<file path="src/hw/expander_pkg.sv">
// Shared constants of the I2C port expander core.
// Assumes a single 250 MHz core clock.
package expander_pkg;
  localparam int CLOCK_PERIOD_NS = 4;
  // Spike suppression on SCL and SDA
  localparam int FILTER_NS = 50;
  localparam int FILTER_CYCLES =
    (FILTER_NS + CLOCK_PERIOD_NS - 1) / CLOCK_PERIOD_NS;
  localparam int PINS = 16;

  // Responder addressing
  localparam logic [6:0] ADDR_BASE = 7'h20;
  localparam logic [7:0] GC_ADDR = 8'h00;
  localparam logic [7:0] SW_RESET_CMD = 8'h06;

  // Command byte values
  localparam logic [7:0] CMD_IN0 = 8'h00;
  localparam logic [7:0] CMD_IN1 = 8'h01;
  localparam logic [7:0] CMD_OUT0 = 8'h02;
  localparam logic [7:0] CMD_OUT1 = 8'h03;
  localparam logic [7:0] CMD_POL0 = 8'h04;
  localparam logic [7:0] CMD_POL1 = 8'h05;
  localparam logic [7:0] CMD_CFG0 = 8'h06;
  localparam logic [7:0] CMD_CFG1 = 8'h07;
  localparam logic [7:0] CMD_DRV0 = 8'h40;
  localparam logic [7:0] CMD_DRV1 = 8'h41;
  localparam logic [7:0] CMD_DRV2 = 8'h42;
  localparam logic [7:0] CMD_DRV3 = 8'h43;
  localparam logic [7:0] CMD_MASK0 = 8'h4a;
  localparam logic [7:0] CMD_MASK1 = 8'h4b;
  localparam logic [7:0] CMD_STAT0 = 8'h4c;
  localparam logic [7:0] CMD_STAT1 = 8'h4d;

  // Reset values
  localparam logic [7:0] PTR_RST = 8'h00;
  localparam logic [15:0] OUT_RST = 16'hffff;
  localparam logic [15:0] POL_RST = 16'h0000;
  localparam logic [15:0] CFG_RST = 16'hffff;
  localparam logic [31:0] DRV_RST = 32'hffffffff;
  localparam logic [15:0] MASK_RST = 16'hffff;
endpackage

</file>
<file path="src/hw/line_filter.sv">
// Two-stage synchroniser followed by a stability filter for one bus line.
// Assumes an idle-high open-drain line sampled on the core clock.
`timescale 1ns/1ps
`default_nettype none
module line_filter #(
  parameter int STABLE_CYCLES = 13
) (
  input wire logic clock,
  input wire logic reset_n,
  input wire logic line_in,
  output logic line_out
);
  logic meta;
  logic sync;
  logic [7:0] count;
  wire differs = sync != line_out;
  wire settled = count >= 8'(STABLE_CYCLES - 1);

  always_ff @(posedge clock or negedge reset_n) begin
    if (!reset_n) begin
      meta <= 1'b1;
      sync <= 1'b1;
    end else begin
      meta <= line_in;
      sync <= meta;
    end
  end

  // Spikes shorter than the window never reach the output
  always_ff @(posedge clock or negedge reset_n) begin
    if (!reset_n) begin
      count <= 8'h00;
      line_out <= 1'b1;
    end else if (!differs) begin
      count <= 8'h00;
    end else if (settled) begin
      count <= 8'h00;
      line_out <= sync;
    end else begin
      count <= count + 8'h01;
    end
  end
endmodule
`default_nettype wire

</file>
<file path="src/hw/i2c_gpio_expander_core.sv">
// Control core of a 16-bit I2C port expander: responder, registers,
// pin drivers and change-detect interrupt.
// Assumes reset_n is the power-on reset; all pins are asynchronous.
`timescale 1ns/1ps
`default_nettype none
module i2c_gpio_expander_core
  import expander_pkg::*;
#(
  parameter int FILTER_LEN = expander_pkg::FILTER_CYCLES
) (
  input wire logic clock,
  input wire logic reset_n,
  input wire logic reset_pin_n,
  input wire logic addr_sel,
  input wire logic scl_in,
  input wire logic sda_in,
  output logic sda_out,
  output logic sda_oe_n,
  output logic irq_out,
  output logic irq_oe_n,
  input wire logic [expander_pkg::PINS-1:0] port_in,
  output logic [expander_pkg::PINS-1:0] port_out,
  output logic [expander_pkg::PINS-1:0] port_oe_n,
  output logic [4*expander_pkg::PINS-1:0] high_side_driver,
  output logic [4*expander_pkg::PINS-1:0] low_side_driver
);
  import expander_pkg::*;

  typedef enum logic [2:0] {
    st_idle, st_addr, st_rx, st_ack, st_tx, st_rack, st_ignore
  } resp_state_t;

  // Drive code to finger enables; code 01 gives two of four
  function automatic logic [3:0] fingers(input logic [1:0] code);
    case (code)
      2'b00: fingers = 4'h1;
      2'b01: fingers = 4'h3;
      2'b10: fingers = 4'h7;
      default: fingers = 4'hf;
    endcase
  endfunction

  // Pin synchronisers
  logic [PINS-1:0] pin_meta;
  logic [PINS-1:0] live;
  logic addr_meta;
  logic addr_sync;
  logic rst_meta;
  logic rst_sync;

  always_ff @(posedge clock or negedge reset_n) begin
    if (!reset_n) begin
      pin_meta <= '0;
      live <= '0;
      addr_meta <= 1'b0;
      addr_sync <= 1'b0;
      rst_meta <= 1'b0;
      rst_sync <= 1'b0;
    end else begin
      pin_meta <= port_in;
      live <= pin_meta;
      addr_meta <= addr_sel;
      addr_sync <= addr_meta;
      rst_meta <= reset_pin_n;
      rst_sync <= rst_meta;
    end
  end

  // Filtered bus lines
  logic scl_f;
  logic sda_f;
  logic scl_q;
  logic sda_q;

  line_filter #(.STABLE_CYCLES(FILTER_LEN)) u_scl_filter (
    .clock(clock),
    .reset_n(reset_n),
    .line_in(scl_in),
    .line_out(scl_f)
  );

  line_filter #(.STABLE_CYCLES(FILTER_LEN)) u_sda_filter (
    .clock(clock),
    .reset_n(reset_n),
    .line_in(sda_in),
    .line_out(sda_f)
  );

  always_ff @(posedge clock or negedge reset_n) begin
    if (!reset_n) begin
      scl_q <= 1'b1;
      sda_q <= 1'b1;
    end else begin
      scl_q <= scl_f;
      sda_q <= sda_f;
    end
  end

  wire scl_rise = scl_f && !scl_q;
  wire scl_fall = !scl_f && scl_q;
  wire start_seen = scl_f && scl_q && sda_q && !sda_f;
  wire stop_seen = scl_f && scl_q && !sda_q && sda_f;

  // Responder state
  resp_state_t state;
  logic [7:0] shift;
  logic [3:0] bit_cnt;
  logic [7:0] ptr;
  logic read_mode;
  logic gen_call;
  logic first_byte;
  logic sw_pend;
  logic sw_fire;

  // Register file
  logic [15:0] out_reg;
  logic [15:0] pol_reg;
  logic [15:0] cfg_reg;
  logic [31:0] drv_reg;
  logic [15:0] mask_reg;
  logic [15:0] in_reg;
  logic load_live;

  // Hardware pin or completed software reset
  wire clr = !rst_sync || sw_fire;

  // Address decode; select must not move inside a frame
  wire [6:0] dev_addr = {ADDR_BASE[6:1], addr_sync};
  wire byte_done = scl_fall && bit_cnt == 4'd8;
  wire addr_match = shift[7:1] == dev_addr;
  wire gc_write = shift == GC_ADDR;
  wire data_ok = !gen_call || (first_byte && shift == SW_RESET_CMD);
  wire wr_en = state == st_rx && byte_done && !gen_call && !first_byte;
  wire ack_slot = state == st_rack && scl_rise;

  // Interrupt source: live level against stored input, inputs only
  wire [15:0] change = (live ^ in_reg) & cfg_reg;
  wire [15:0] pending = change & ~mask_reg;
  wire irq_any = |pending;

  logic [7:0] rd_data;
  always_comb begin
    case (ptr)
      CMD_IN0: rd_data = live[7:0] ^ pol_reg[7:0];
      CMD_IN1: rd_data = live[15:8] ^ pol_reg[15:8];
      CMD_OUT0: rd_data = out_reg[7:0];
      CMD_OUT1: rd_data = out_reg[15:8];
      CMD_POL0: rd_data = pol_reg[7:0];
      CMD_POL1: rd_data = pol_reg[15:8];
      CMD_CFG0: rd_data = cfg_reg[7:0];
      CMD_CFG1: rd_data = cfg_reg[15:8];
      CMD_DRV0: rd_data = drv_reg[7:0];
      CMD_DRV1: rd_data = drv_reg[15:8];
      CMD_DRV2: rd_data = drv_reg[23:16];
      CMD_DRV3: rd_data = drv_reg[31:24];
      CMD_MASK0: rd_data = mask_reg[7:0];
      CMD_MASK1: rd_data = mask_reg[15:8];
      CMD_STAT0: rd_data = pending[7:0];
      CMD_STAT1: rd_data = pending[15:8];
      default: rd_data = 8'h00;
    endcase
  end

  // Responder sequencing
  always_ff @(posedge clock or negedge reset_n) begin
    if (!reset_n) begin
      state <= st_idle;
      shift <= 8'h00;
      bit_cnt <= 4'd0;
      ptr <= PTR_RST;
      read_mode <= 1'b0;
      gen_call <= 1'b0;
      first_byte <= 1'b0;
      sw_pend <= 1'b0;
      sw_fire <= 1'b0;
      sda_oe_n <= 1'b1;
    end else begin
      sw_fire <= 1'b0;
      if (clr) begin
        state <= st_idle;
        bit_cnt <= 4'd0;
        ptr <= PTR_RST;
        sw_pend <= 1'b0;
        sda_oe_n <= 1'b1;
      end else if (stop_seen) begin
        sw_fire <= sw_pend;
        sw_pend <= 1'b0;
        state <= st_idle;
        sda_oe_n <= 1'b1;
      end else if (start_seen) begin
        // Repeated START drops a half-finished software reset
        sw_pend <= 1'b0;
        state <= st_addr;
        bit_cnt <= 4'd0;
        sda_oe_n <= 1'b1;
      end else begin
        case (state)
          st_addr, st_rx: begin
            if (scl_rise && bit_cnt != 4'd8) begin
              shift <= {shift[6:0], sda_f};
              bit_cnt <= bit_cnt + 4'd1;
            end else if (byte_done && state == st_addr) begin
              first_byte <= 1'b1;
              if (addr_match || gc_write) begin
                read_mode <= addr_match && shift[0];
                gen_call <= !addr_match;
                sda_oe_n <= 1'b0;
                state <= st_ack;
              end else begin
                state <= st_ignore;
              end
            end else if (byte_done) begin
              first_byte <= 1'b0;
              if (data_ok) begin
                sda_oe_n <= 1'b0;
                state <= st_ack;
                sw_pend <= gen_call;
                if (!gen_call && first_byte) begin
                  ptr <= shift;
                end else if (!gen_call) begin
                  ptr <= {ptr[7:1], ~ptr[0]};
                end
              end else begin
                sw_pend <= 1'b0;
                state <= st_ignore;
              end
            end
          end
          st_ack: begin
            if (scl_fall) begin
              bit_cnt <= 4'd0;
              if (read_mode) begin
                shift <= {rd_data[6:0], 1'b0};
                sda_oe_n <= rd_data[7];
                state <= st_tx;
              end else begin
                sda_oe_n <= 1'b1;
                state <= st_rx;
              end
            end
          end
          st_tx: begin
            if (scl_fall && bit_cnt == 4'd7) begin
              sda_oe_n <= 1'b1;
              state <= st_rack;
            end else if (scl_fall) begin
              sda_oe_n <= shift[7];
              shift <= {shift[6:0], 1'b0};
              bit_cnt <= bit_cnt + 4'd1;
            end
          end
          st_rack: begin
            if (scl_rise) begin
              ptr <= {ptr[7:1], ~ptr[0]};
              // Controller NACK ends the read; SDA stays released
              state <= sda_f ? st_ignore : st_ack;
              read_mode <= 1'b1;
            end
          end
          st_ignore: begin
            sda_oe_n <= 1'b1;
          end
          default: begin
            state <= st_idle;
            sda_oe_n <= 1'b1;
          end
        endcase
      end
    end
  end

  // Read ack in st_ack re-enters a byte without driving the slot
  // because sda_oe_n was released on the final bit.

  // Configuration registers
  always_ff @(posedge clock or negedge reset_n) begin
    if (!reset_n) begin
      out_reg <= OUT_RST;
      pol_reg <= POL_RST;
      cfg_reg <= CFG_RST;
      drv_reg <= DRV_RST;
      mask_reg <= MASK_RST;
    end else if (clr) begin
      out_reg <= OUT_RST;
      pol_reg <= POL_RST;
      cfg_reg <= CFG_RST;
      drv_reg <= DRV_RST;
      mask_reg <= MASK_RST;
    end else if (wr_en) begin
      case (ptr)
        CMD_OUT0: out_reg[7:0] <= shift;
        CMD_OUT1: out_reg[15:8] <= shift;
        CMD_POL0: pol_reg[7:0] <= shift;
        CMD_POL1: pol_reg[15:8] <= shift;
        CMD_CFG0: cfg_reg[7:0] <= shift;
        CMD_CFG1: cfg_reg[15:8] <= shift;
        CMD_DRV0: drv_reg[7:0] <= shift;
        CMD_DRV1: drv_reg[15:8] <= shift;
        CMD_DRV2: drv_reg[23:16] <= shift;
        CMD_DRV3: drv_reg[31:24] <= shift;
        CMD_MASK0: mask_reg[7:0] <= shift;
        CMD_MASK1: mask_reg[15:8] <= shift;
        default: mask_reg <= mask_reg;
      endcase
    end
  end

  // Stored input levels. A read clears its port at the ACK rising
  // edge; a change landing in that same cycle is absorbed, which is
  // the documented loss window.
  wire rd_port0 = ack_slot && ptr == CMD_IN0;
  wire rd_port1 = ack_slot && ptr == CMD_IN1;

  always_ff @(posedge clock or negedge reset_n) begin
    if (!reset_n) begin
      in_reg <= 16'h0000;
      load_live <= 1'b1;
    end else begin
      load_live <= clr;
      if (load_live || clr) begin
        in_reg <= live;
      end else begin
        if (rd_port0) begin
          in_reg[7:0] <= live[7:0];
        end
        if (rd_port1) begin
          in_reg[15:8] <= live[15:8];
        end
      end
    end
  end

  // Pin drivers, registered so nothing glitches on the pads
  logic [4*PINS-1:0] next_high;
  logic [4*PINS-1:0] next_low;
  always_comb begin
    next_high = '0;
    next_low = '0;
    for (int i = 0; i < PINS; i++) begin
      if (!cfg_reg[i] && out_reg[i]) begin
        next_high[4*i +: 4] = fingers(drv_reg[2*i +: 2]);
      end else if (!cfg_reg[i]) begin
        next_low[4*i +: 4] = fingers(drv_reg[2*i +: 2]);
      end
    end
  end

  always_ff @(posedge clock or negedge reset_n) begin
    if (!reset_n) begin
      port_out <= OUT_RST;
      port_oe_n <= '1;
      high_side_driver <= '0;
      low_side_driver <= '0;
      irq_oe_n <= 1'b1;
      irq_out <= 1'b0;
      sda_out <= 1'b0;
    end else begin
      port_out <= out_reg;
      port_oe_n <= cfg_reg;
      high_side_driver <= next_high;
      low_side_driver <= next_low;
      irq_oe_n <= !irq_any || clr;
      irq_out <= 1'b0;
      sda_out <= 1'b0;
    end
  end
endmodule
`default_nettype wire

</file>
<file path="config.mk">
export PLATFORM = sky130hd
export DESIGN_NAME = i2c_gpio_expander_core
export DESIGN_NICKNAME = d
export VERILOG_FILES = /design/src/hw/expander_pkg.sv /design/src/hw/line_filter.sv /design/src/hw/i2c_gpio_expander_core.sv
export SDC_FILE = /design/constraint.sdc
export NUM_CORES = 1
export LEC_CHECK = 0
export BUFFER_PORTS_ARGS = -buffer_cell sky130_fd_sc_hd__buf_2
export CELL_PAD_IN_SITES_DETAIL_PLACEMENT = 1
export CELL_PAD_IN_SITES_GLOBAL_PLACEMENT = 1
export CORE_ASPECT_RATIO = 0.5
export CORE_UTILIZATION = 41
export DETAILED_ROUTE_END_ITERATION = 10
export GPL_ROUTABILITY_DRIVEN = 0
export GPL_TIMING_DRIVEN = 0
export PLACE_DENSITY = 0.79
export SETUP_SLACK_MARGIN = 0.02
export SYNTH_ARGS = -nofsm -noshare
export SYNTH_HDL_FRONTEND = slang
export SYNTH_SLANG_ARGS = --single-unit
export TNS_END_PERCENT = 1
</file>
<file path="constraint.sdc">
create_clock -name clock -period 2.4 [get_ports clock]
set_input_delay 0.12 -clock clock [delete_from_list [all_inputs] [get_ports clock]]
set_output_delay 0.12 -clock clock [all_outputs]
set_load 0.01 [all_outputs]
</file>
=== Word level (Yosys, flattened, before mapping) ===
Index checks and enable logic that the tools add are counted.

* Logic and storage cells: 458
* Output and inout port bits: 164
* Input bits: 22
* Bits in registers: 363

* Eq/ne operators: 96
* Reductions and logical operators: 136
* Mux-type cells: 163
* $add $sub $neg: 3
* Bitwise logic cells: 11
* Magnitude comparators: 2

{| class="wikitable"
|+ Operator list
! operator !! count
|-
| $mux W8 || 31
|-
| $mux W4 || 55
|-
| $pmux W4 S3 || 17
|-
| $mux W16 || 9
|-
| $pmux W8 S16 || 1
|-
| $eq A8 B7 Y1 const B || 8
|-
| $mux W32 || 2
|-
| $reduce_bool A2 Y1 || 21
|-
| $eq A8 B3 Y1 const B || 5
|-
| $ne A4 B4 Y1 const B || 10
|-
| $mux W3 || 13
|-
| $logic_and A1 B1 Y1 || 36
|-
| $and A16 B16 Y16 || 2
|-
| $eq A2 B1 Y1 const B || 16
|-
| $eq A2 B2 Y1 const B || 16
|-
| $logic_not A2 Y1 || 16
|-
| $mux W1 || 30
|-
| $reduce_and A2 Y1 || 14
|-
| $reduce_and A9 Y1 || 3
|-
| $logic_not A1 Y1 || 25
|-
| $ne A2 B2 Y1 const B || 12
|-
| $ne A6 B6 Y1 const B || 4
|-
| $pmux W8 S3 || 1
|-
| $ne A5 B5 Y1 const B || 4
|-
| other kinds (33) || 60
|}

=== Logic depth before layout (Yosys ltp) ===
Gate-level depths: netlist of run 1.

* Depth in word-level cells: 11
* Depth in mapped cells: 10
* Gate-level depth less buffers: 8

=== Modules after synthesis ===
From an unflattened synthesis of run 1, not the netlist that was laid out.

* Cells, all modules: 1304
* Area, all modules: 15152.0 sq um

{| class="wikitable"
|+ Modules (own cells, without submodules)
! module !! instances !! sequential area each (sq um) !! area an instance (sq um) !! cells an instance
|-
| i2c_gpio_expander_core || 1 || 8679.6 || 14318.7 || 1244
|-
| line_filter || 2 || 279.0 || 416.6 || 30
|}

=== Worst setup path before layout of run 1 ===
Ideal clock, no wire load.

* Path kind: reg2reg
* Start point: register scl_q
* End point: register pol_reg[3]
* Period minus slack after synthesis: 2.304 ns
* Library setup time: 0.134 ns
* Data required time: 2.266 ns
* Data arrival time: 2.170 ns
* Stages on the path, launching flop included: 9
* Path buffers: 2
* Slack: 0.096 ns
* Path through: dfstp_2 -> nand2b_1 -> or4_1 -> buf_2 -> nor4b_4 -> a21oi_2 -> buf_6 -> nand2_1 -> o21ai_0

* Longest elaborated chain between the ends: 7

{| class="wikitable"
|+ RTL lines
! element !! RTL line !! text
|-
| start, declared || i2c_gpio_expander_core.sv:72 || <nowiki>logic scl_q;</nowiki>
|-
| start signal, assigned || i2c_gpio_expander_core.sv:94 || <nowiki>scl_q <= scl_f;</nowiki>
|-
| $logic_and A1 B1 Y1 || i2c_gpio_expander_core.sv:100 || <nowiki>wire scl_fall = !scl_f && scl_q;</nowiki>
|-
| $logic_and A1 B1 Y1 || i2c_gpio_expander_core.sv:129 || <nowiki>wire byte_done = scl_fall && bit_cnt == 4'd8;</nowiki>
|-
| $logic_and A1 B1 Y1 (3 in series) || i2c_gpio_expander_core.sv:133 || <nowiki>wire wr_en = state == st_rx && byte_done && !gen_call && !first_byte;</nowiki>
|-
| $reduce_bool A2 Y1 (no line) || - ||
|-
| $reduce_and A2 Y1 (no line) || - ||
|-
| end signal, assigned || i2c_gpio_expander_core.sv:293 || <nowiki>CMD_POL0: pol_reg[7:0] <= shift;</nowiki>
|-
| end, declared || i2c_gpio_expander_core.sv:117 || <nowiki>logic [15:0] pol_reg;</nowiki>
|}

No other way between the ends.
A chain may end at the register's enable or synchronous reset.

=== Final worst setup path of run 1 ===
* Start point: register ptr[2]
* End point: register shift[2]

* Longest elaborated chain between the ends: 5
* Elaborated cells between the ends (all ways): 20
* Classes of those cells: eq/ne (15); mux (4); reduce/logical (1)

{| class="wikitable"
|+ RTL lines
! element !! RTL line !! text
|-
| start, declared || i2c_gpio_expander_core.sv:108 || <nowiki>logic [7:0] ptr;</nowiki>
|-
| start signal, assigned || i2c_gpio_expander_core.sv:219 || <nowiki>ptr <= shift;</nowiki>
|-
| start signal, assigned || i2c_gpio_expander_core.sv:221 || <nowiki>ptr <= {ptr[7:1], ~ptr[0]};</nowiki>
|-
| start signal, assigned || i2c_gpio_expander_core.sv:254 || <nowiki>ptr <= {ptr[7:1], ~ptr[0]};</nowiki>
|-
| $eq A8 B7 Y1, or another cell as far along || i2c_gpio_expander_core.sv:143 || <nowiki>case (ptr)</nowiki>
|-
| $pmux W8 S16 (*) || i2c_gpio_expander_core.sv:143 ||
|-
| $mux W8 (*) || i2c_gpio_expander_core.sv:232 || <nowiki>if (read_mode) begin</nowiki>
|-
| $mux W8 (*) || i2c_gpio_expander_core.sv:230 || <nowiki>if (scl_fall) begin</nowiki>
|-
| $pmux W8 S3 (*) || i2c_gpio_expander_core.sv:197 || <nowiki>case (state)</nowiki>
|-
| end signal, assigned || i2c_gpio_expander_core.sv:200 || <nowiki>shift <= {shift[6:0], sda_f};</nowiki>
|-
| end signal, assigned || i2c_gpio_expander_core.sv:233 || <nowiki>shift <= {rd_data[6:0], 1'b0};</nowiki>
|-
| end signal, assigned || i2c_gpio_expander_core.sv:248 || <nowiki>shift <= {shift[6:0], 1'b0};</nowiki>
|-
| end, declared || i2c_gpio_expander_core.sv:106 || <nowiki>logic [7:0] shift;</nowiki>
|}

Mark *: on every way between the ends. The rest lies on a longest branch, timed or not. The select of a mux whose other input is x is not followed.

==> results of run 1 <==
## metrics by stage
stage	cells	worst slack (ps)	setup TNS [ps]
detailed placement	2036	-727	-54290
floorplan	1367	96.4	0
CTS	2127	-93.9	-476
global route	2133	-244	-9260
global placement	2034	-5600	-1792140
finish	2133	-281	-4430
## worst paths after layout
path	end	startpoint	slack, ps
setup / recovery	shift[2]	ptr[2]	-280
hold / removal	pin_meta[13]	port_in[13]	230
setup reg to reg	shift[2]	ptr[2]	-280
hold reg to reg	live[13]	pin_meta[13]	350
max in group asynchronous	ptr[0]	reset_n	980
min in group asynchronous	low_side_driver[22]	reset_n	250
## critical path, stage by stage (launching register included)
cell	delay, ps
dfrtp_1	460
clkbuf_2	350
clkbuf_1	600
o22ai_1	210
a32oi_1	250
o22ai_1	140
o31ai_1	410
a31oi_1	140
## routing by layer
metal / part of all wire (%) / track usage [%] / wire, µm
met1: 41 / 36.1 / 20500
met3: 11 / 7.23 / 5380
met4: 3.4 / 8.71 / 1740
met5: 0 / 0 / 0
met2: 45 / 42.1 / 22700
## area by class of cell
class                           count  area (µm²)  share of cell area [%]
Clock inverter                     11         129                   0.699
Clock buffer                       53        1040                    5.62
Tap cell                          484         606                    3.28
Timing Repair Buffer              220        1320                    7.13
Buffer                             76         420                    2.28
Inverter                           33         124                   0.671
Multi-Input combinational cell    893        5580                    30.2
Sequential cell                   363        9240                    50.1
## power groups by stage
stage | logic, mW | clock network (mW) | registers, mW
after floorplan | 1.21 | 0 | 6.57
after global placement | 1.94 | 0 | 6.64
after detailed placement | 1.98 | 0 | 6.65
after CTS | 2.04 | 5.77 | 6.58
after global routing | 2.29 | 5.99 | 6.61
final | 2.16 | 5.64 | 6.59
## kinds of logic (layout without fill, tap and decap cells)
| logic type | Yosys count | count (layout) |
|---|---|---|
| xor+xnor | 40 | 40 |
| fa+ha+maj | 6 | 6 |
| mux | 65 | 65 |
| compound gates | 175 | 175 |
| other cells | 1 | 10 |
| flops | 363 | 363 |
| simple gates | 596 | 597 |
| buf+inv | 112 | 393 |
## repair_timing
action | 4_1_cts | 5_1_grt
gates cloned | 0 | 2
setup endpoints to repair | 137 | 122
pin swaps | 2 | 17
buffers inserted | 8 | 5
hold buffers | 21 | 0
gates resized for setup | 70 | 47
hold endpoints to repair | 98 | 0
## cell usage in the layout, fill, tap and decap left out, types with 9 or more instances in the layout
| cell type | count |
|---|---|
| a21oi_1 | 29 |
| a22o_1 | 9 |
| a32oi_1 | 10 |
| and2_1 | 34 |
| buf_2 | 186 |
| buf_4 | 20 |
| clkbuf_1 | 43 |
| clkbuf_16 | 37 |
| clkbuf_2 | 17 |
| conb_1 | 10 |
| dfrtp_1 | 239 |
| dfstp_2 | 123 |
| dlygate4sd3_1 | 21 |
| inv_1 | 32 |
| mux2_2 | 29 |
| mux2i_1 | 32 |
| nand2_1 | 181 |
| nand2b_1 | 26 |
| nand3_1 | 112 |
| nand3b_1 | 11 |
| nor2_1 | 101 |
| nor2b_1 | 10 |
| nor3_1 | 40 |
| nor3b_1 | 12 |
| o211ai_1 | 14 |
| o21ai_0 | 31 |
| xnor2_1 | 21 |
| xor2_1 | 19 |
==> flow_metrics.tcl, run 1 <==
set metrics [dict create \
    synth_xor_area_share_pct 2.34 \
    grt.total_usage_pct 26.8 \
    wl_per_cell_um 23.6 \
    crit_type "reg -> reg" \
    synth_ff_type "dfrtp_1" \
    cts-root-buf "clkbuf_16" \
    num-nets-final 1650 \
    whs_ps 230 \
    antenna_cells 0 \
    yosysMostFrequentCell "dfrtp_1" \
    vias_per_cell 5.74 \
    critPathLaunchType "flop" \
    synth_cells 1358 \
    synth_fa_ha_area_share_pct 0.501 \
    cp_max_fo 10 \
    syn_area_per_cell_um2 11.0 \
    finClkSkew_ps 20.3 \
    cts_sinks 363 \
    rsz0062_at_grt "true" \
    power.internal_mw 10.3 \
    ant_nets 0 \
    p_leak_nw 8.81 \
    drt_wl_total_mm 50.3 \
    antenna_found_initial 1 \
    synth_area_leaders "dfrtp_1 (40%), dfstp_2 (22%), nand2_1 (4.7%)" \
    drc 0 \
    drt_iter0_drc 1316 \
    synth_top_area_share_pct 40.1 \
    synth_top_family_by_area "simple AND/OR/NAND/NOR gates" \
    netSwitchingFraction_pct 28.7 \
    synth_compound_area_share_pct 8.08 \
    hold_viol_final 0 \
    grt_overflow_total 0 \
    synth_seq_area_share_pct 61.6 \
    finalCriticalPeriod_ps 2680 \
    hp-class "in -> reg" \
    synth_cell_types 76 \
    cts_tree "yes" \
    pwr-share-seq_pct 45.8 \
    worstRegToRegCells 7 \
    switching_power_mw 4.13 \
    arrival_ps 3080 \
    placed_cell_area_mm2 0.0166 \
    vias 12200 \
    synth_mux_area_share_pct 4.75 \
    final_area_mm2 0.0184 \
    fillers 3922 \
    timing.fmax_mhz 373 \
    ys_seq_elements 363 \
    drv_cap 0 \
    synth_largest_area_cell "dfrtp_1" \
    core_area_mm2 0.0360 \
    die_area_mm2 0.0374 \
    violations "negative setup slack" \
    die_h_um 137 \
    synthToLayoutAreaGrowth_pct 23.0 \
    clk_latency_ps 540 \
    endpoint_kind "flop" \
    async_reset_ff_share_pct 100 \
    cts_max_path_buffers 3 \
    firstDrtPassIters 7 \
    h-tree-depth 2 \
    utilization_pct 51.3 \
    worstHoldPathCells 2 \
    rows 49 \
    io_buffers 183 \
    clkTransAtPathRegs_ps 70 \
    ys_warn_count 0 \
    final_max_slew_viol_count 0 \
    power_frac_comb_pct 15.0 \
    irDropWorstVdd_mv 0.498 \
    power_mw 14.4 \
    post-route-period-util_pct 112 \
    worst_pin_slew_ps 900 \
    numCtsBuffers 35 \
    io_pins 186 \
    finalSetupViolations 70 \
    grt_pass1_wl_mm 74.9 \
    die_w_um 272 \
    slew_headroom_pct 40.0 \
    clockPowerShare_pct 39.2 \
    first_global_vias 12400 \
    dp_hpwl_mm 34.8 \
    yosys.area_share.simple_pct 19.7 \
    drive_above_1_share_pct 30.3 \
    synth_edf_count 0 \
    pwr_density_cell_mw_per_mm2 780 \
    grt_max_degree 125 \
    start_util_pct 41.7 \
    netlist_area_mm2 0.0150 \
    status "complete, but fails checks" \
    fin_ws_ps -281 \
    synth_common_cells "dfrtp_1 (240), nand2_1 (189), dfstp_2 (123)" \
    required_ps 2800 \
]
Power figures use the tool's default switching activity.
==> inputs of run 2 (changes only) <==
--- a/config.mk
+++ b/config.mk
@@ -9,11 +9,11 @@
 export CELL_PAD_IN_SITES_DETAIL_PLACEMENT = 1
 export CELL_PAD_IN_SITES_GLOBAL_PLACEMENT = 1
 export CORE_ASPECT_RATIO = 0.5
-export CORE_UTILIZATION = 41
+export CORE_UTILIZATION = 46
 export DETAILED_ROUTE_END_ITERATION = 10
 export GPL_ROUTABILITY_DRIVEN = 0
 export GPL_TIMING_DRIVEN = 0
-export PLACE_DENSITY = 0.79
+export PLACE_DENSITY = 0.84
 export SETUP_SLACK_MARGIN = 0.02
 export SYNTH_ARGS = -nofsm -noshare
 export SYNTH_HDL_FRONTEND = slang
==> constraint.sdc (replaced) <==
create_clock -name clock -period 3 [get_ports clock]
set_input_delay 0.15 -clock clock [delete_from_list [all_inputs] [get_ports clock]]
set_output_delay 0.15 -clock clock [all_outputs]
set_load 0.01 [all_outputs]
==> flow_metrics.tcl, run 2 (synthesis results as in run 1) <==
set metrics [dict create \
    hold_viol_final 0 \
    crit_type "reg -> reg" \
    worst_pin_slew_ps 1360 \
    dp_hpwl_mm 35.7 \
    rsz0062_at_grt "true" \
    grt_max_degree 130 \
    core_area_mm2 0.0319 \
    dpl_worst_slack_ps -199 \
    finalCriticalPeriod_ps 3060 \
    drive_above_1_share_pct 26.7 \
    wl_per_cell_um 24.9 \
    critPathLaunchType "flop" \
    required_ps 3390 \
    status "complete, but fails checks" \
    drv_cap 0 \
    antenna_found_initial 0 \
    vias_per_cell 5.99 \
    numCtsBuffers 34 \
    vias 12400 \
    irDropWorstVdd_mv 0.301 \
    arrival_ps 3450 \
    utilization_pct 56.2 \
    clkTransAtPathRegs_ps 70 \
    fin_ws_ps -62.8 \
    clk_latency_ps 540 \
    layout_commonest_cell "dfrtp_1" \
    cts_sinks 363 \
    grt_pass1_wl_mm 77.9 \
    die_w_um 257 \
    first_global_vias 13200 \
    stdcell_count 2068 \
    multi_input_area_mm2 0.00536 \
    num-nets-final 1638 \
    timing.fmax_mhz 326 \
    p_leak_nw 8.59 \
    final_cell_mix "dfrtp_1 (240), buf_2 (194), nand2_1 (189), dfstp_2 (123), nand3_1 (113)" \
    drt_iter0_drc 1404 \
    final_max_slew_viol_count 0 \
    finClkSkew_ps 19.0 \
    cts-root-buf "clkbuf_16" \
    drt_wl_total_mm 51.4 \
    die_h_um 130 \
    power_mw 11.3 \
    finalSetupViolations 15 \
    violations "negative setup slack" \
    grt.total_usage_pct 31.0 \
    post-route-period-util_pct 102 \
    grt_overflow_total 0 \
    cp_max_fo 10 \
    ant_nets 0 \
    firstDrtPassIters 7 \
    final_area_mm2 0.0179 \
    antenna_cells 0 \
    pwr_density_cell_mw_per_mm2 631 \
    h-tree-depth 2 \
    cts_max_path_buffers 3 \
    drc 0 \
    seqCellArea_mm2 0.00924 \
    cts_tree "yes" \
    rows 46 \
    hp-class "in -> reg" \
    whs_ps 249 \
    fillers 3499 \
    start_util_pct 47.0 \
    io_pins 186 \
    tns_ps -425 \
    dp_cells 1984 \
    synthToLayoutAreaGrowth_pct 19.5 \
    placed_cell_area_mm2 0.0166 \
    slew_headroom_pct 8.87 \
    r2r_slack_ps -60 \
    endpoint_kind "flop" \
    io_buffers 183 \
    die_area_mm2 0.0334 \
]
==> run 2: power by group <==
part | switching [mW] | internal (mW) | total [mW]
clock | 1.91 | 2.42 | 4.33
sequential | 0.197 | 5.07 | 5.27
combinational | 1.19 | 0.523 | 1.71
total | 3.29 | 8.01 | 11.3
==> run 2: worst max-delay path: stages, from the launching register on <==
cell and delay, ps:
dfrtp_1 420, or3_1 390, clkbuf_1 260, nor4b_4 400, nor4b_4 760, a21oi_2 280
buf_6 240, nand2_1 80, o21ai_0 100
==> run 2: worst paths after layout <==
kind | from | to | cells after the start
worst min-delay path | reset_pin_n | rst_meta | 2
max in group asynchronous | reset_n | u_sda_filter.count[6] | 3
worst max-delay path | ptr[5] | pol_reg[9] | 8
worst max register to register | ptr[5] | pol_reg[9] | 8
worst min register to register | pin_meta[9] | live[9] | 0
min in group asynchronous | reset_n | low_side_driver[61] | 2
==> run 2: cell type report <==
cell class | count | area share, %
Inverter | 33 | 0.691
Tap cell | 432 | 3.02
Clock buffer | 46 | 5.28
Timing Repair Buffer | 208 | 6.73
Clock inverter | 16 | 0.915
Multi-Input combinational cell | 892 | 29.9
Buffer | 78 | 1.90
Sequential cell | 363 | 51.5
==> run 2: repair_timing <==
item,in CTS,in global routing
setup endpoints to repair,37,76
hold buffers,21,0
setup buffers,0,2
resized for setup,7,6
hold endpoints to repair,99,0
==> run 2: layer usage <==
metal	GRT usage (%)	wire, µm	vias up
met1	39.5	20100	6331
met2	49.8	23400	667
met5	0	40	-
li1	-	-	5168
met4	13.0	2390	2
met3	9.29	5500	212
==> inputs of run 3 (changes only) <==
--- a/config.mk
+++ b/config.mk
@@ -5,15 +5,16 @@
 export SDC_FILE = /design/constraint.sdc
 export NUM_CORES = 1
 export LEC_CHECK = 0
+export ABC_AREA = 1
 export BUFFER_PORTS_ARGS = -buffer_cell sky130_fd_sc_hd__buf_2
 export CELL_PAD_IN_SITES_DETAIL_PLACEMENT = 1
 export CELL_PAD_IN_SITES_GLOBAL_PLACEMENT = 1
 export CORE_ASPECT_RATIO = 0.5
-export CORE_UTILIZATION = 46
+export CORE_UTILIZATION = 44
 export DETAILED_ROUTE_END_ITERATION = 10
 export GPL_ROUTABILITY_DRIVEN = 0
 export GPL_TIMING_DRIVEN = 0
-export PLACE_DENSITY = 0.84
+export PLACE_DENSITY = 0.83
 export SETUP_SLACK_MARGIN = 0.02
 export SYNTH_ARGS = -nofsm -noshare
 export SYNTH_HDL_FRONTEND = slang
==> flow_metrics.tcl, run 3 <==
set metrics [dict create \
    drt_iter0_drc 1155 \
    arrival_ps 3060 \
    synth_top_family_by_area "simple AND/OR/NAND/NOR gates" \
    first_global_vias 13300 \
    slew_headroom_pct 9.08 \
    hold_viol_final 0 \
    synth_cells 1580 \
    synth_xor_area_share_pct 1.36 \
    synth_compound_area_share_pct 6.67 \
    finClkSkew_ps 30.2 \
    synth_ff_type "dfrtp_1" \
    dp_hpwl_mm 34.3 \
    drv_cap 0 \
    crit_type "reg -> reg" \
    vias_per_cell 5.41 \
    dp_cells 2216 \
    numCtsBuffers 34 \
    grt_overflow_total 0 \
    yosys.area_share.simple_pct 22.4 \
    synth_area_leaders "dfrtp_1 (40%), dfstp_2 (22%), nand2_1 (9.5%)" \
    yosysMostFrequentCell "nand2_1" \
    p_leak_nw 8.87 \
    clk_latency_ps 550 \
    stdcell_count 2300 \
    grt_max_degree 120 \
    timing.fmax_mhz 379 \
    critPathLaunchType "flop" \
    hp-class "in -> async" \
    synth_edf_count 0 \
    synth_top_area_share_pct 40.5 \
    synthToLayoutAreaGrowth_pct 20.4 \
    tns_ps 0 \
    finalCriticalPeriod_ps 2640 \
    cts_max_path_buffers 3 \
    cts_sinks 363 \
    clkTransAtPathRegs_ps 70 \
    fillers 3823 \
    synth_cell_types 43 \
    worst_pin_slew_ps 1360 \
    syn_area_per_cell_um2 9.39 \
    cp_max_fo 10 \
    required_ps 3410 \
    post-route-period-util_pct 88.0 \
    netlist_area_mm2 0.0148 \
    start_util_pct 44.8 \
    synth_largest_area_cell "dfrtp_1" \
    vias 12400 \
    drc 0 \
    path_cells "inv_1, nor2_4, inv_1, clkbuf_1, nor2_1, o21ai_1" \
    worstRegToRegCells 6 \
    io_pins 186 \
    synth_seq_area_share_pct 62.3 \
    ant_nets 0 \
    critical_path.top_delay_family "simple AND/OR/NAND/NOR gates" \
    drive_above_1_share_pct 24.1 \
    final_cell_mix "nand2_1 (374), nor2_1 (245), dfrtp_1 (240), buf_2 (191), inv_1 (141)" \
    wl_per_cell_um 21.6 \
    die_area_mm2 0.0345 \
    antenna_found_initial 0 \
    finalSetupViolations 0 \
    num-nets-final 1861 \
    cp.depth 6 \
    rsz0062_at_grt "false" \
    async_reset_ff_share_pct 100 \
    h-tree-depth 2 \
    grt.total_usage_pct 29.5 \
    die_w_um 262 \
    max_stage_delay_ps 1070 \
    ys_warn_count 0 \
    synth_common_cells "nand2_1 (374), nor2_1 (245), dfrtp_1 (240)" \
    grt_pass1_wl_mm 78.0 \
    die_h_um 132 \
    layout_commonest_cell "nand2_1" \
    core_area_mm2 0.0331 \
    pwr_density_cell_mw_per_mm2 762 \
    crit_top_cell "inv_1" \
    final_max_slew_viol_count 0 \
    cp_slowest_cell "nor2_1" \
    rows 47 \
    status "completed" \
    drt_wl_total_mm 49.6 \
    cts_tree "yes" \
    ys_seq_elements 363 \
    crit_buf_inv 3 \
    synth_fa_ha_area_share_pct 0.506 \
    io_buffers 183 \
    antenna_cells 0 \
    endpoint_kind "flop" \
    cts-root-buf "clkbuf_16" \
    firstDrtPassIters 5 \
    synth_mux_area_share_pct 1.13 \
    irDropWorstVdd_mv 0.348 \
    power_mw 13.6 \
    post_cts_buffers 0 \
]
[run 3: changes by cell type after synthesis, sizes merged, moves of 29 or more]
cell / delta
o21ai: +113
nand2b: -29
and2: -36
nor2: +163
inv: +130
mux2i: -33
nand2: +190
clkbuf: -41
nand3: -64
[run 3: area by class of cell]
type	instances	area, µm²	share of cell area (%)
timing repair buffer	208	1230	6.89
tap	441	552	3.09
inverter	164	618	3.46
buffer	38	221	1.24
clock inverter	12	193	1.08
clock buffer	50	1010	5.67
multi-input combinational	1024	4790	26.8
sequential	363	9240	51.7
[run 3: cells by family (layout without fill, tap and decap cells)]
family | after synthesis | in the layout
simple gates | 786 | 786
flops | 363 | 363
buf+inv | 202 | 472
compound gates | 184 | 184
xor+xnor | 23 | 23
mux | 15 | 15
fa+ha+maj | 6 | 6
other cells | 1 | 10
[run 3: report_power, final]
| part | switching [mW] | total, mW | internal [mW] |
|---|---|---|---|
| Clock | 2.00 | 4.72 | 2.72 |
| Combinational | 1.65 | 2.40 | 0.753 |
| Sequential | 0.637 | 6.49 | 5.86 |
| Total | 4.28 | 13.6 | 9.33 |
[run 3: worst paths after layout]
check,slack (ps),start,endpoint
setup / recovery,360,rst_sync,drv_reg[1]
hold / removal,40,reset_n,high_side_driver[9]
setup reg to reg,360,rst_sync,drv_reg[1]
hold reg to reg,330,addr_meta,addr_sync
max in group asynchronous,1570,reset_n,pol_reg[4]
min in group clock,260,port_in[4],pin_meta[4]
[run 3: through the flow]
stage | hold slack, ps | setup slack [ps] | util, % | area [µm²]
4_1_cts | 32.5 | 353 | 53.9 | 17800
5_1_grt | 50.2 | 345 | 53.9 | 17900
6_report | 35.5 | 359 | 53.9 | 17900
3_5_place_dp | 3.42 | 431 | 49.6 | 16400
2_1_floorplan | -146 | 1340 | - | 14900
3_3_place_gp | 256 | -4930 | 49.4 | 16300
[run 3: per-layer routing]
metal  vias up  routed length, µm  global-route usage, %
met4         0               1320                   8.30
li1       5503                  -                      -
met3       125               3150                   4.81
met5         -                  0                      0
met2       506              24100                   48.9
met1      6301              21100                   40.2
[run 3: what timing repair did]
action                                 in CTS  in global routing
setup endpoints to repair                   0                  0
resized for setup                           0                  0
hold buffers                               21                  0
endpoints found under the hold margin     209                  0
[run 3: worst reg2reg max path: cells and delay by family, from the launching register on]
| kind | cells | cell delay (ps) |
|---|---|---|
| and+or+nand+nor | 2 | 1350 |
| buffers and inverters | 3 | 570 |
| DFF | 1 | 360 |
| AOI/OAI and AO/OA | 1 | 260 |
